==> config.mk <==
export PLATFORM = sky130hd
export DESIGN_NAME = rwle_core
export DESIGN_NICKNAME = d
export VERILOG_FILES = /design/src/rwle_pkg.sv /design/src/rwle_core.sv
export SDC_FILE = /design/constraint.sdc
export NUM_CORES = 2
export LEC_CHECK = 0
export BUFFER_PORTS_ARGS = -buffer_cell sky130_fd_sc_hd__buf_2
export CAP_MARGIN = 10
export CORE_AREA = 2 2 506 508
export DETAILED_ROUTE_END_ITERATION = 16
export DIE_AREA = 0 0 508 510
export PLACE_DENSITY = 0.53
export SLEW_MARGIN = 15
export SYNTH_ARGS = -nofsm -noshare
export SYNTH_HDL_FRONTEND = slang
export SYNTH_SLANG_ARGS = --single-unit
==> constraint.sdc <==
create_clock -name clock_i -period 92 [get_ports clock_i]
set_clock_uncertainty 0.1 [all_clocks]
set_input_delay 13.8 -clock clock_i [delete_from_list [all_inputs] [get_ports clock_i]]
set_output_delay 13.8 -clock clock_i [all_outputs]
set_load 0.005 [all_outputs]
==> src/rwle_pkg.sv <==
// shared constants, types and helper functions for the remote word and logic equation block
package rwle_pkg;

    localparam int WORD_W = 16;
    localparam int NUM_ANALOG = 8;
    localparam logic [15:0] WORD_RESET = 16'h0000;

    // object indices as seen by the fieldbus side
    localparam logic [15:0] IDX_CMD_MAIN = 16'h21f9;
    localparam logic [15:0] IDX_CMD_UPPER = 16'h21fa;
    localparam logic [15:0] IDX_EXT_OUT = 16'h3f45;
    localparam logic [15:0] IDX_EXT_IN = 16'h3f4e;
    localparam logic [15:0] IDX_ANALOG_FIRST = 16'h024b;
    localparam logic [15:0] IDX_ANALOG_LAST = 16'h0252;

    // operand select layout of the equation inputs
    localparam int SEL_W = 6;
    localparam int OPND_REMOTE_BASE = 0;
    localparam int OPND_EXTIN_BASE = 16;
    localparam int OPND_RESULT_BASE = 32;
    localparam int OPND_FALSE = 62;
    localparam int OPND_TRUE = 63;
    localparam int MAX_EQ = OPND_FALSE - OPND_RESULT_BASE;
    localparam int HALF_W = 8;

    // evaluation tick
    localparam int CLK_PERIOD_NS = 5;
    localparam int TICK_PERIOD_NS = 1000;
    localparam int TICK_DIV = TICK_PERIOD_NS / CLK_PERIOD_NS;
    localparam int DELAY_W = 16;

    typedef enum logic [1:0] {
        SIGN_PASS,
        SIGN_INVERT,
        SIGN_FALSE,
        SIGN_TRUE
    } rwle_sign_t;

    typedef enum logic [2:0] {
        OP_AND,
        OP_NAND,
        OP_OR,
        OP_NOR,
        OP_XOR,
        OP_NEGATED_EXCLUSIVE_OR
    } rwle_op_t;

    typedef enum logic {
        ACK_IDLE,
        ACK_SILENCED
    } rwle_ack_t;

    typedef struct packed {
        rwle_sign_t input_sign_select_1;
        rwle_sign_t input_sign_select_2;
        rwle_sign_t input_sign_select_3;
        logic [SEL_W-1:0] command_operand_1;
        logic [SEL_W-1:0] command_operand_2;
        logic [SEL_W-1:0] command_operand_3;
        rwle_op_t operator_select_1;
        rwle_op_t operator_select_2;
        logic [DELAY_W-1:0] on_delay;
        logic [DELAY_W-1:0] off_delay;
    } rwle_eq_cfg_t;

    typedef struct packed {
        logic valid;
        logic [15:0] index;
        logic [WORD_W-1:0] data;
    } rwle_wr_t;

    function automatic logic rwle_apply_sign(input rwle_sign_t s, input logic v);
        case (s)
            SIGN_PASS: return v;
            SIGN_INVERT: return ~v;
            SIGN_FALSE: return 1'b0;
            SIGN_TRUE: return 1'b1;
            default: return 1'b0;
        endcase
    endfunction

    function automatic logic rwle_apply_op(input rwle_op_t op, input logic a, input logic b);
        case (op)
            OP_AND: return a & b;
            OP_NAND: return ~(a & b);
            OP_OR: return a | b;
            OP_NOR: return ~(a | b);
            OP_XOR: return a ^ b;
            OP_NEGATED_EXCLUSIVE_OR: return ~(a ^ b);
            default: return 1'b0;
        endcase
    endfunction

endpackage

==> src/rwle_core.sv <==
// remote command words, external i/o words, alarm acknowledge and cascaded logic equations
//
// Functional notes
// [RULE1] second acknowledge edge clears alarms no longer active
// [RULE2] first acknowledge edge only silences the horn
// [RULE3] main word bit n drives remote bit n+1
// [RULE4] 8-bit mode: upper word bits 0-7 give 9-16
// [RULE5] eight signed free analog values exposed as operands
// [RULE6] external input word bit n is input n+1
// [RULE7] output word bit n drives relay n+1
// [RULE8] separate on delay and off delay per equation
// [RULE9] sign: pass, invert, force 0, force 1
// [RULE10] six operators: and nand or nor xor xnor
// [RULE11] first operator on inputs 1,2, then input 3
// [RULE12] configurer avoids feeding an equation its own output
// [RULE13] cascaded results evaluated in ascending order
// [RULE14] words hold; equations re-evaluated every tick
// [RULE15] reset clears words, timers and equation outputs
`timescale 1ns/1ps
module rwle_core
    import rwle_pkg::*;
#(
    parameter int NUM_EQ = 16,
    parameter int NUM_ALARM = 16,
    parameter int TICK_CYCLES = TICK_DIV
) (
    input wire logic clock_i,
    input wire logic rst_i,
    input wire rwle_wr_t wr_i,
    input wire logic [15:0] rd_index_i,
    output logic [WORD_W-1:0] rd_data_o,
    input wire logic remote_8bit_mode_i,
    input wire rwle_eq_cfg_t eq_cfg_i [NUM_EQ],
    input wire logic remote_ack_i,
    input wire logic [NUM_ALARM-1:0] alarm_active_i,
    output logic [NUM_ALARM-1:0] alarm_latched_o,
    output logic horn_o,
    output logic [WORD_W-1:0] remote_cmd_bits_o,
    output logic [WORD_W-1:0] ext_input_o,
    output logic signed [WORD_W-1:0] analog_operand_o [NUM_ANALOG],
    output logic [WORD_W-1:0] ext_output_word_o,
    output logic tick_o,
    output logic [NUM_EQ-1:0] equation_result_o
);

    // elaboration checks: results must fit in operands 32 to 61, below the fixed operands 62 and 63
    if (NUM_EQ < 1 || NUM_EQ > MAX_EQ) begin : g_eq_range
        $error("rwle_core: NUM_EQ out of range");
    end
    if (NUM_ALARM < 1) begin : g_alarm_count
        $error("rwle_core: NUM_ALARM must be positive");
    end
    if (TICK_CYCLES < 1) begin : g_tick_count
        $error("rwle_core: TICK_CYCLES must be positive");
    end

    localparam int TICK_W = (TICK_CYCLES > 1) ? $clog2(TICK_CYCLES) : 1;

    // ---------------- received words
    logic [WORD_W-1:0] cmd_main_ff, nxt_cmd_main;
    logic [WORD_W-1:0] cmd_upper_ff, nxt_cmd_upper;
    logic [WORD_W-1:0] ext_in_ff, nxt_ext_in;
    logic signed [WORD_W-1:0] analog_ff [NUM_ANALOG];
    logic signed [WORD_W-1:0] nxt_analog [NUM_ANALOG];
    logic [WORD_W-1:0] rd_data_ff, nxt_rd_data;
    logic [WORD_W-1:0] remote_bits;
    logic [WORD_W-1:0] ext_out_word;

    always_comb begin
        nxt_cmd_main = cmd_main_ff;
        nxt_cmd_upper = cmd_upper_ff;
        nxt_ext_in = ext_in_ff;
        nxt_analog = analog_ff;
        // a word keeps its value until the remote side writes it again
        if (wr_i.valid) begin
            case (wr_i.index)
                IDX_CMD_MAIN: nxt_cmd_main = wr_i.data; // RULE14
                IDX_CMD_UPPER: nxt_cmd_upper = wr_i.data;
                IDX_EXT_IN: nxt_ext_in = wr_i.data; // RULE6
                // the relay word is read-only, so a write to it lands here and is dropped
                default: begin
                    for (int a = 0; a < NUM_ANALOG; a++) begin
                        if (wr_i.index == IDX_ANALOG_FIRST + 16'(a)) begin
                            nxt_analog[a] = wr_i.data; // RULE5
                        end
                    end
                end
            endcase
        end
    end

    always_comb begin
        // RULE3
        remote_bits = cmd_main_ff;
        if (remote_8bit_mode_i) begin
            // the upper half of the main word is ignored in this mode
            remote_bits = {cmd_upper_ff[HALF_W-1:0], cmd_main_ff[HALF_W-1:0]}; // RULE4
        end
    end

    always_comb begin
        // unmapped indices read zero; the answer is registered for a clean flop output
        nxt_rd_data = WORD_RESET;
        case (rd_index_i)
            IDX_CMD_MAIN: nxt_rd_data = cmd_main_ff;
            IDX_CMD_UPPER: nxt_rd_data = cmd_upper_ff;
            IDX_EXT_IN: nxt_rd_data = ext_in_ff;
            IDX_EXT_OUT: nxt_rd_data = ext_out_word;
            default: begin
                for (int a = 0; a < NUM_ANALOG; a++) begin
                    if (rd_index_i == IDX_ANALOG_FIRST + 16'(a)) begin
                        nxt_rd_data = analog_ff[a];
                    end
                end
            end
        endcase
    end

    always_ff @(posedge clock_i) begin
        if (rst_i) begin
            cmd_main_ff <= WORD_RESET; // RULE15
            cmd_upper_ff <= WORD_RESET;
            ext_in_ff <= WORD_RESET;
            rd_data_ff <= WORD_RESET;
            for (int a = 0; a < NUM_ANALOG; a++) begin
                analog_ff[a] <= WORD_RESET;
            end
        end else begin
            cmd_main_ff <= nxt_cmd_main;
            cmd_upper_ff <= nxt_cmd_upper;
            ext_in_ff <= nxt_ext_in;
            rd_data_ff <= nxt_rd_data;
            analog_ff <= nxt_analog;
        end
    end

    // ---------------- evaluation tick divider
    // one shared divider paces all equations; delays count ticks, not clocks
    logic [TICK_W-1:0] div_ff, nxt_div;
    logic tick_ff, nxt_tick;

    always_comb begin
        nxt_tick = 1'b0;
        nxt_div = div_ff + 1'b1;
        if (div_ff == TICK_W'(TICK_CYCLES - 1)) begin
            nxt_div = '0;
            nxt_tick = 1'b1;
        end
    end

    always_ff @(posedge clock_i) begin
        if (rst_i) begin
            div_ff <= '0;
            tick_ff <= 1'b0;
        end else begin
            div_ff <= nxt_div;
            tick_ff <= nxt_tick;
        end
    end

    // ---------------- logic equations
    // the whole cascade settles in one clock, so NUM_EQ bounds the path length
    logic [NUM_EQ-1:0] eq_out_ff, nxt_eq_out;
    logic [DELAY_W-1:0] eq_cnt_ff [NUM_EQ];
    logic [DELAY_W-1:0] nxt_eq_cnt [NUM_EQ];

    function automatic logic pick(input logic [63:0] vec, input logic [SEL_W-1:0] sel);
        return vec[sel];
    endfunction

    always_comb begin
        logic [63:0] opnd;
        logic a1, a2, a3, step, raw;
        logic [DELAY_W-1:0] limit;
        opnd = '0;
        a1 = 1'b0;
        a2 = 1'b0;
        a3 = 1'b0;
        step = 1'b0;
        raw = 1'b0;
        limit = '0;
        nxt_eq_out = eq_out_ff;
        nxt_eq_cnt = eq_cnt_ff;
        opnd[OPND_REMOTE_BASE +: WORD_W] = remote_bits;
        opnd[OPND_EXTIN_BASE +: WORD_W] = ext_in_ff;
        opnd[OPND_RESULT_BASE +: NUM_EQ] = eq_out_ff;
        // select 62 reads constant false and 63 constant true
        opnd[OPND_FALSE] = 1'b0;
        opnd[OPND_TRUE] = 1'b1;
        if (tick_ff) begin // RULE14
            // ascending order: a later equation sees this pass's earlier results
            for (int k = 0; k < NUM_EQ; k++) begin // RULE13
                a1 = rwle_apply_sign(eq_cfg_i[k].input_sign_select_1,
                                     pick(opnd, eq_cfg_i[k].command_operand_1)); // RULE9
                a2 = rwle_apply_sign(eq_cfg_i[k].input_sign_select_2,
                                     pick(opnd, eq_cfg_i[k].command_operand_2));
                a3 = rwle_apply_sign(eq_cfg_i[k].input_sign_select_3,
                                     pick(opnd, eq_cfg_i[k].command_operand_3));
                step = rwle_apply_op(eq_cfg_i[k].operator_select_1, a1, a2); // RULE10 RULE11
                raw = rwle_apply_op(eq_cfg_i[k].operator_select_2, step, a3); // RULE11
                limit = raw ? eq_cfg_i[k].on_delay : eq_cfg_i[k].off_delay; // RULE8
                if (raw == eq_out_ff[k]) begin
                    nxt_eq_cnt[k] = '0;
                // counting one ahead makes a delay of n flip on the n-th differing tick
                end else if (eq_cnt_ff[k] + 1'b1 >= {1'b0, limit} || limit == '0) begin
                    nxt_eq_out[k] = raw; // RULE8
                    nxt_eq_cnt[k] = '0;
                end else begin
                    nxt_eq_cnt[k] = eq_cnt_ff[k] + 1'b1;
                end
                // a self reference reads last pass's value, which is why it is discouraged
                opnd[OPND_RESULT_BASE + k] = nxt_eq_out[k]; // RULE12
            end
        end
    end

    always_ff @(posedge clock_i) begin
        if (rst_i) begin
            eq_out_ff <= '0; // RULE15
            for (int k = 0; k < NUM_EQ; k++) begin
                eq_cnt_ff[k] <= '0;
            end
        end else begin
            eq_out_ff <= nxt_eq_out;
            eq_cnt_ff <= nxt_eq_cnt;
        end
    end

    always_comb begin
        // relay bits above the last equation stay released
        ext_out_word = WORD_RESET;
        for (int n = 0; n < WORD_W && n < NUM_EQ; n++) begin
            ext_out_word[n] = eq_out_ff[n]; // RULE7
        end
    end

    // ---------------- alarm latch and two-step acknowledge
    logic [NUM_ALARM-1:0] latched_ff, nxt_latched;
    logic horn_ff, nxt_horn;
    logic ack_prev_ff, nxt_ack_prev;
    rwle_ack_t ack_ff, nxt_ack;
    logic ack_rise;
    logic new_alarm;

    always_comb begin
        // remote_ack_i is taken as synchronous; a high level sampled on one clock edge after a low one counts as an edge, even for a single cycle
        nxt_ack_prev = remote_ack_i;
        ack_rise = remote_ack_i & ~ack_prev_ff;
        new_alarm = |(alarm_active_i & ~latched_ff);
        nxt_latched = latched_ff | alarm_active_i;
        nxt_horn = horn_ff;
        nxt_ack = ack_ff;
        case (ack_ff)
            ACK_IDLE: begin
                if (ack_rise) begin
                    nxt_horn = 1'b0; // RULE2
                    nxt_ack = ACK_SILENCED;
                end
            end
            ACK_SILENCED: begin
                if (ack_rise) begin
                    // still-present alarms stay latched
                    nxt_latched = alarm_active_i; // RULE1
                    nxt_ack = ACK_IDLE;
                end
            end
            default: nxt_ack = ACK_IDLE;
        endcase
        // a fresh alarm sounds the horn and restarts the acknowledge sequence
        if (new_alarm) begin
            nxt_horn = 1'b1;
            nxt_ack = ACK_IDLE;
        end
    end

    always_ff @(posedge clock_i) begin
        if (rst_i) begin
            latched_ff <= '0;
            horn_ff <= 1'b0;
            ack_prev_ff <= 1'b0;
            ack_ff <= ACK_IDLE;
        end else begin
            latched_ff <= nxt_latched;
            horn_ff <= nxt_horn;
            ack_prev_ff <= nxt_ack_prev;
            ack_ff <= nxt_ack;
        end
    end

    // ---------------- outputs
    // every data output below is a flop or a pure function of flops, except remote_cmd_bits_o, which also follows remote_8bit_mode_i
    assign rd_data_o = rd_data_ff;
    assign alarm_latched_o = latched_ff;
    assign horn_o = horn_ff;
    assign remote_cmd_bits_o = remote_bits;
    assign ext_input_o = ext_in_ff;
    assign analog_operand_o = analog_ff;
    assign ext_output_word_o = ext_out_word;
    assign tick_o = tick_ff;
    assign equation_result_o = eq_out_ff;

endmodule

==> results.toml <==
[cts]
insertion_delay_ns = 0.70
clk_path_buf_depth = 3
path_clk_slew_ns = 0.06
clock_sinks = 492
root_buffer = "clkbuf_16"
cts_buffers = 70
cts_tree = "done"
htreeDepth = 3

[worst_setup_path]
critPathKind = "in2reg"
path_delay_family = "compound AO/OA/AOI/OAI gates"
cpPeakStageDelay_ns = 0.72
crit_buf_inv = 59
required_ns = 92.49
timing.critical_path.to_type = "flip-flop"
critPathMaxFanout = 16
critPathLaunchType = "primary input"
cp.arrival_ns = 89.05
cp_common_cell = "ha_1"
rrSetupSlack_ns = 16.37
critPathSlowestCell = "or4b_2"

[yosys]
yosysWarningCount = 0
synth_area_sq_um = 58400
synth_area_leaders = "mux4_2, dfxtp_1, mux2i_1"
syn_nets = 7854
seq_area_frac_synth_pct = 16.9
synthArstFlopShare_pct = 0
ys.flop_type = "dfxtp_1"
yosysTopAreaCellShare_pct = 24.0
ys_top_cells_by_count = "mux4_2, nor2_1, clkbuf_1"
ys_ff_latch = 492
synth_edf_count = 0
ys_types = 89
avgSynthCellArea_sq_um = 9.04
yosysTopAreaCell = "mux4_2"
synth_most_common_cell = "mux4_2"
synthCells = 6456

[sta]
slew_headroom_pct = 18.3
whs_ns = 0.346
hold_viol = 0
tns_ns = 0
tightestPinTransition_ns = 1.22
fin_crit_ns = 88.56
fin_crit_sh_pct = 96.3
drv_slew = 0
layout_setup_ws_ns = 3.44
max_clock_freq_ghz = 0.0113
setup-violations-final = 0

[detailed_routing]
drt_wl_total_mm = 373
ant_nets = 0
drc_errors = 0
routed_via_density = 5.83
vias = 64500
drt_iter0_markers = 8128
wl_per_cell_um = 33.7
firstDrtPassIters = 8

[grt]
antenna_found_initial = 249
grt_usage_pct = 27.1
grt_max_degree = 174
overflow = 0
grt_pass1_vias = 60800
grt_pass1_wl_mm = 496

[power]
combPwrFrac_pct = 31.9
leakage_nw = 30.1
p_seq_share_pct = 28.7
p_clk_share_pct = 39.4
p_int_uw = 491
power.density_nw_per_um2 = 10.1
power.switching_uw = 255
p_sw_share_pct = 34.2
peakVddDrop_v = 0.0000122

[floorplan]
initial_core_util_pct = 23.0
rows = 185
die_y_um = 510
num_io_pins = 1287
dieWidth_um = 508
die_area_sq_um = 259000
fp.coreArea_sq_um = 253000

[layout]
areaGrowthSynthToFinish_pct = 26.3
postLayoutCoreUtil_pct = 29.1
stdcell_count = 11100
drive_above_1_share_pct = 35.2
nNetsFinal = 8924

[job]
drv_cap = 0

[place]
hpwl_mm = 289
pre_cts_ws_ns = -2.56
place_inst = 10800
routabilityCongestion = 1.03
io_buffers = 1286

[outcome]
outcome = "completed"

[min_path]
hold_class = "reg2reg"
## cell usage in the layout, fill, tap and decap left out, types with 41 or more instances in the layout
cell / synthesis / layout
ha_1: 337 / 337
nand2b_1: 49 / 49
nand3_1: 228 / 228
buf_2: 8 / 1282
nor2_1: 594 / 588
nand3b_1: 95 / 95
nor4_1: 146 / 137
o21ai_0: 257 / 242
nand4_1: 104 / 104
nor2b_1: 48 / 48
a22oi_1: 59 / 59
nand2_1: 429 / 427
a211oi_1: 77 / 65
buf_4: 25 / 295
mux2i_1: 521 / 472
a21oi_1: 357 / 353
a21o_1: 45 / 41
and3_1: 125 / 124
mux2_2: 59 / 49
xor2_1: 174 / 174
mux4_2: 622 / 622
dfxtp_1: 492 / 451
inv_1: 163 / 162
clkbuf_16: 0 / 80
diode_2: 0 / 128
nor3_1: 97 / 84
xnor2_1: 201 / 198
## power by group through the flow
stage	Sequential [mW]	Combinational [mW]	Clock [mW]
after floorplan	0.219	0.113	0
after global placement	0.219	0.210	0
after detailed placement	0.219	0.212	0
after CTS	0.214	0.215	0.302
after global routing	0.214	0.253	0.310
final	0.214	0.238	0.294
## cell families (layout without fill, tap and decap cells)
logic type | count (synthesis) | count (layout) | share of synthesized area [%]
buffers and inverters | 801 | 1922 | 5.36
DFF | 492 | 492 | 16.9
and+or+nand+nor | 2061 | 2061 | 17.6
muxes | 1203 | 1203 | 34.1
xor gates and xnor gates | 375 | 375 | 5.63
AOI/OAI and AO/OA | 1187 | 1187 | 13.2
adders and majority gates | 337 | 337 | 7.23
other | 0 | 128 | 0
## layer usage
metal,wire [um],GRT usage [%],part of all wire (%),up-vias
met2,164000,42.4,44,4744
met1,131000,30.5,35,31500
met4,28100,16.6,7.5,98
li1,-,-,-,27000
met5,1120,1.39,0.30,-
met3,48000,11.6,13,1234
## cell type report
class                           instances  area (sq um)
Antenna cell                          128           320
Clock inverter                         27           428
Multi-Input combinational cell       5163         46500
Clock buffer                           96          1990
Tap cell                             3366          4210
Fill cell                           26900        180000
Inverter                              163           617
Timing Repair Buffer                 1636          9740
Sequential cell                       492          9920
## flip-flops by register name (all words and copies together), names as in the netlist
signal	cells
ack_ff	1
ack_prev_ff	1
alarm_latched_o	16
analog_operand_o	128
cmd_main_ff	16
cmd_upper_ff	16
div_ff	8
eq_cnt_ff	256
equation_result_o	16
ext_input_o	16
horn_o	1
rd_data_o	16
tick_o	1
## path summary, 6_finish.rpt
| kind | start | end | cells past startpoint |
|---|---|---|---|
| worst max-delay path | remote_8bit_mode_i | eq_cnt_ff[8] | 383 |
| worst min-delay path | div_ff[0] | div_ff[0] | 1 |
| worst max register to register | cmd_main_ff[0] | eq_cnt_ff[8] | 382 |
| worst min register to register | div_ff[0] | div_ff[0] | 1 |
## timing repair
| action | 4_1_cts | 5_1_grt |
|---|---|---|
| hold buffers | 0 | 0 |
| gates resized for setup | 7 | 176 |
| gates cloned | 0 | 9 |
| pin swaps | 1 | 48 |
| setup buffers | 7 | 44 |
| endpoints found under the setup margin | 17 | 17 |
## through the flow
step	cell area (sq um)	total power, mW
2_1_floorplan	58400	0.332
3_3_place_gp	69500	0.428
3_5_place_dp	69500	0.431
4_1_cts	72000	0.731
5_1_grt	73600	0.777
6_report	73700	0.746
Note: power is estimated with default switching activity, not from simulation.
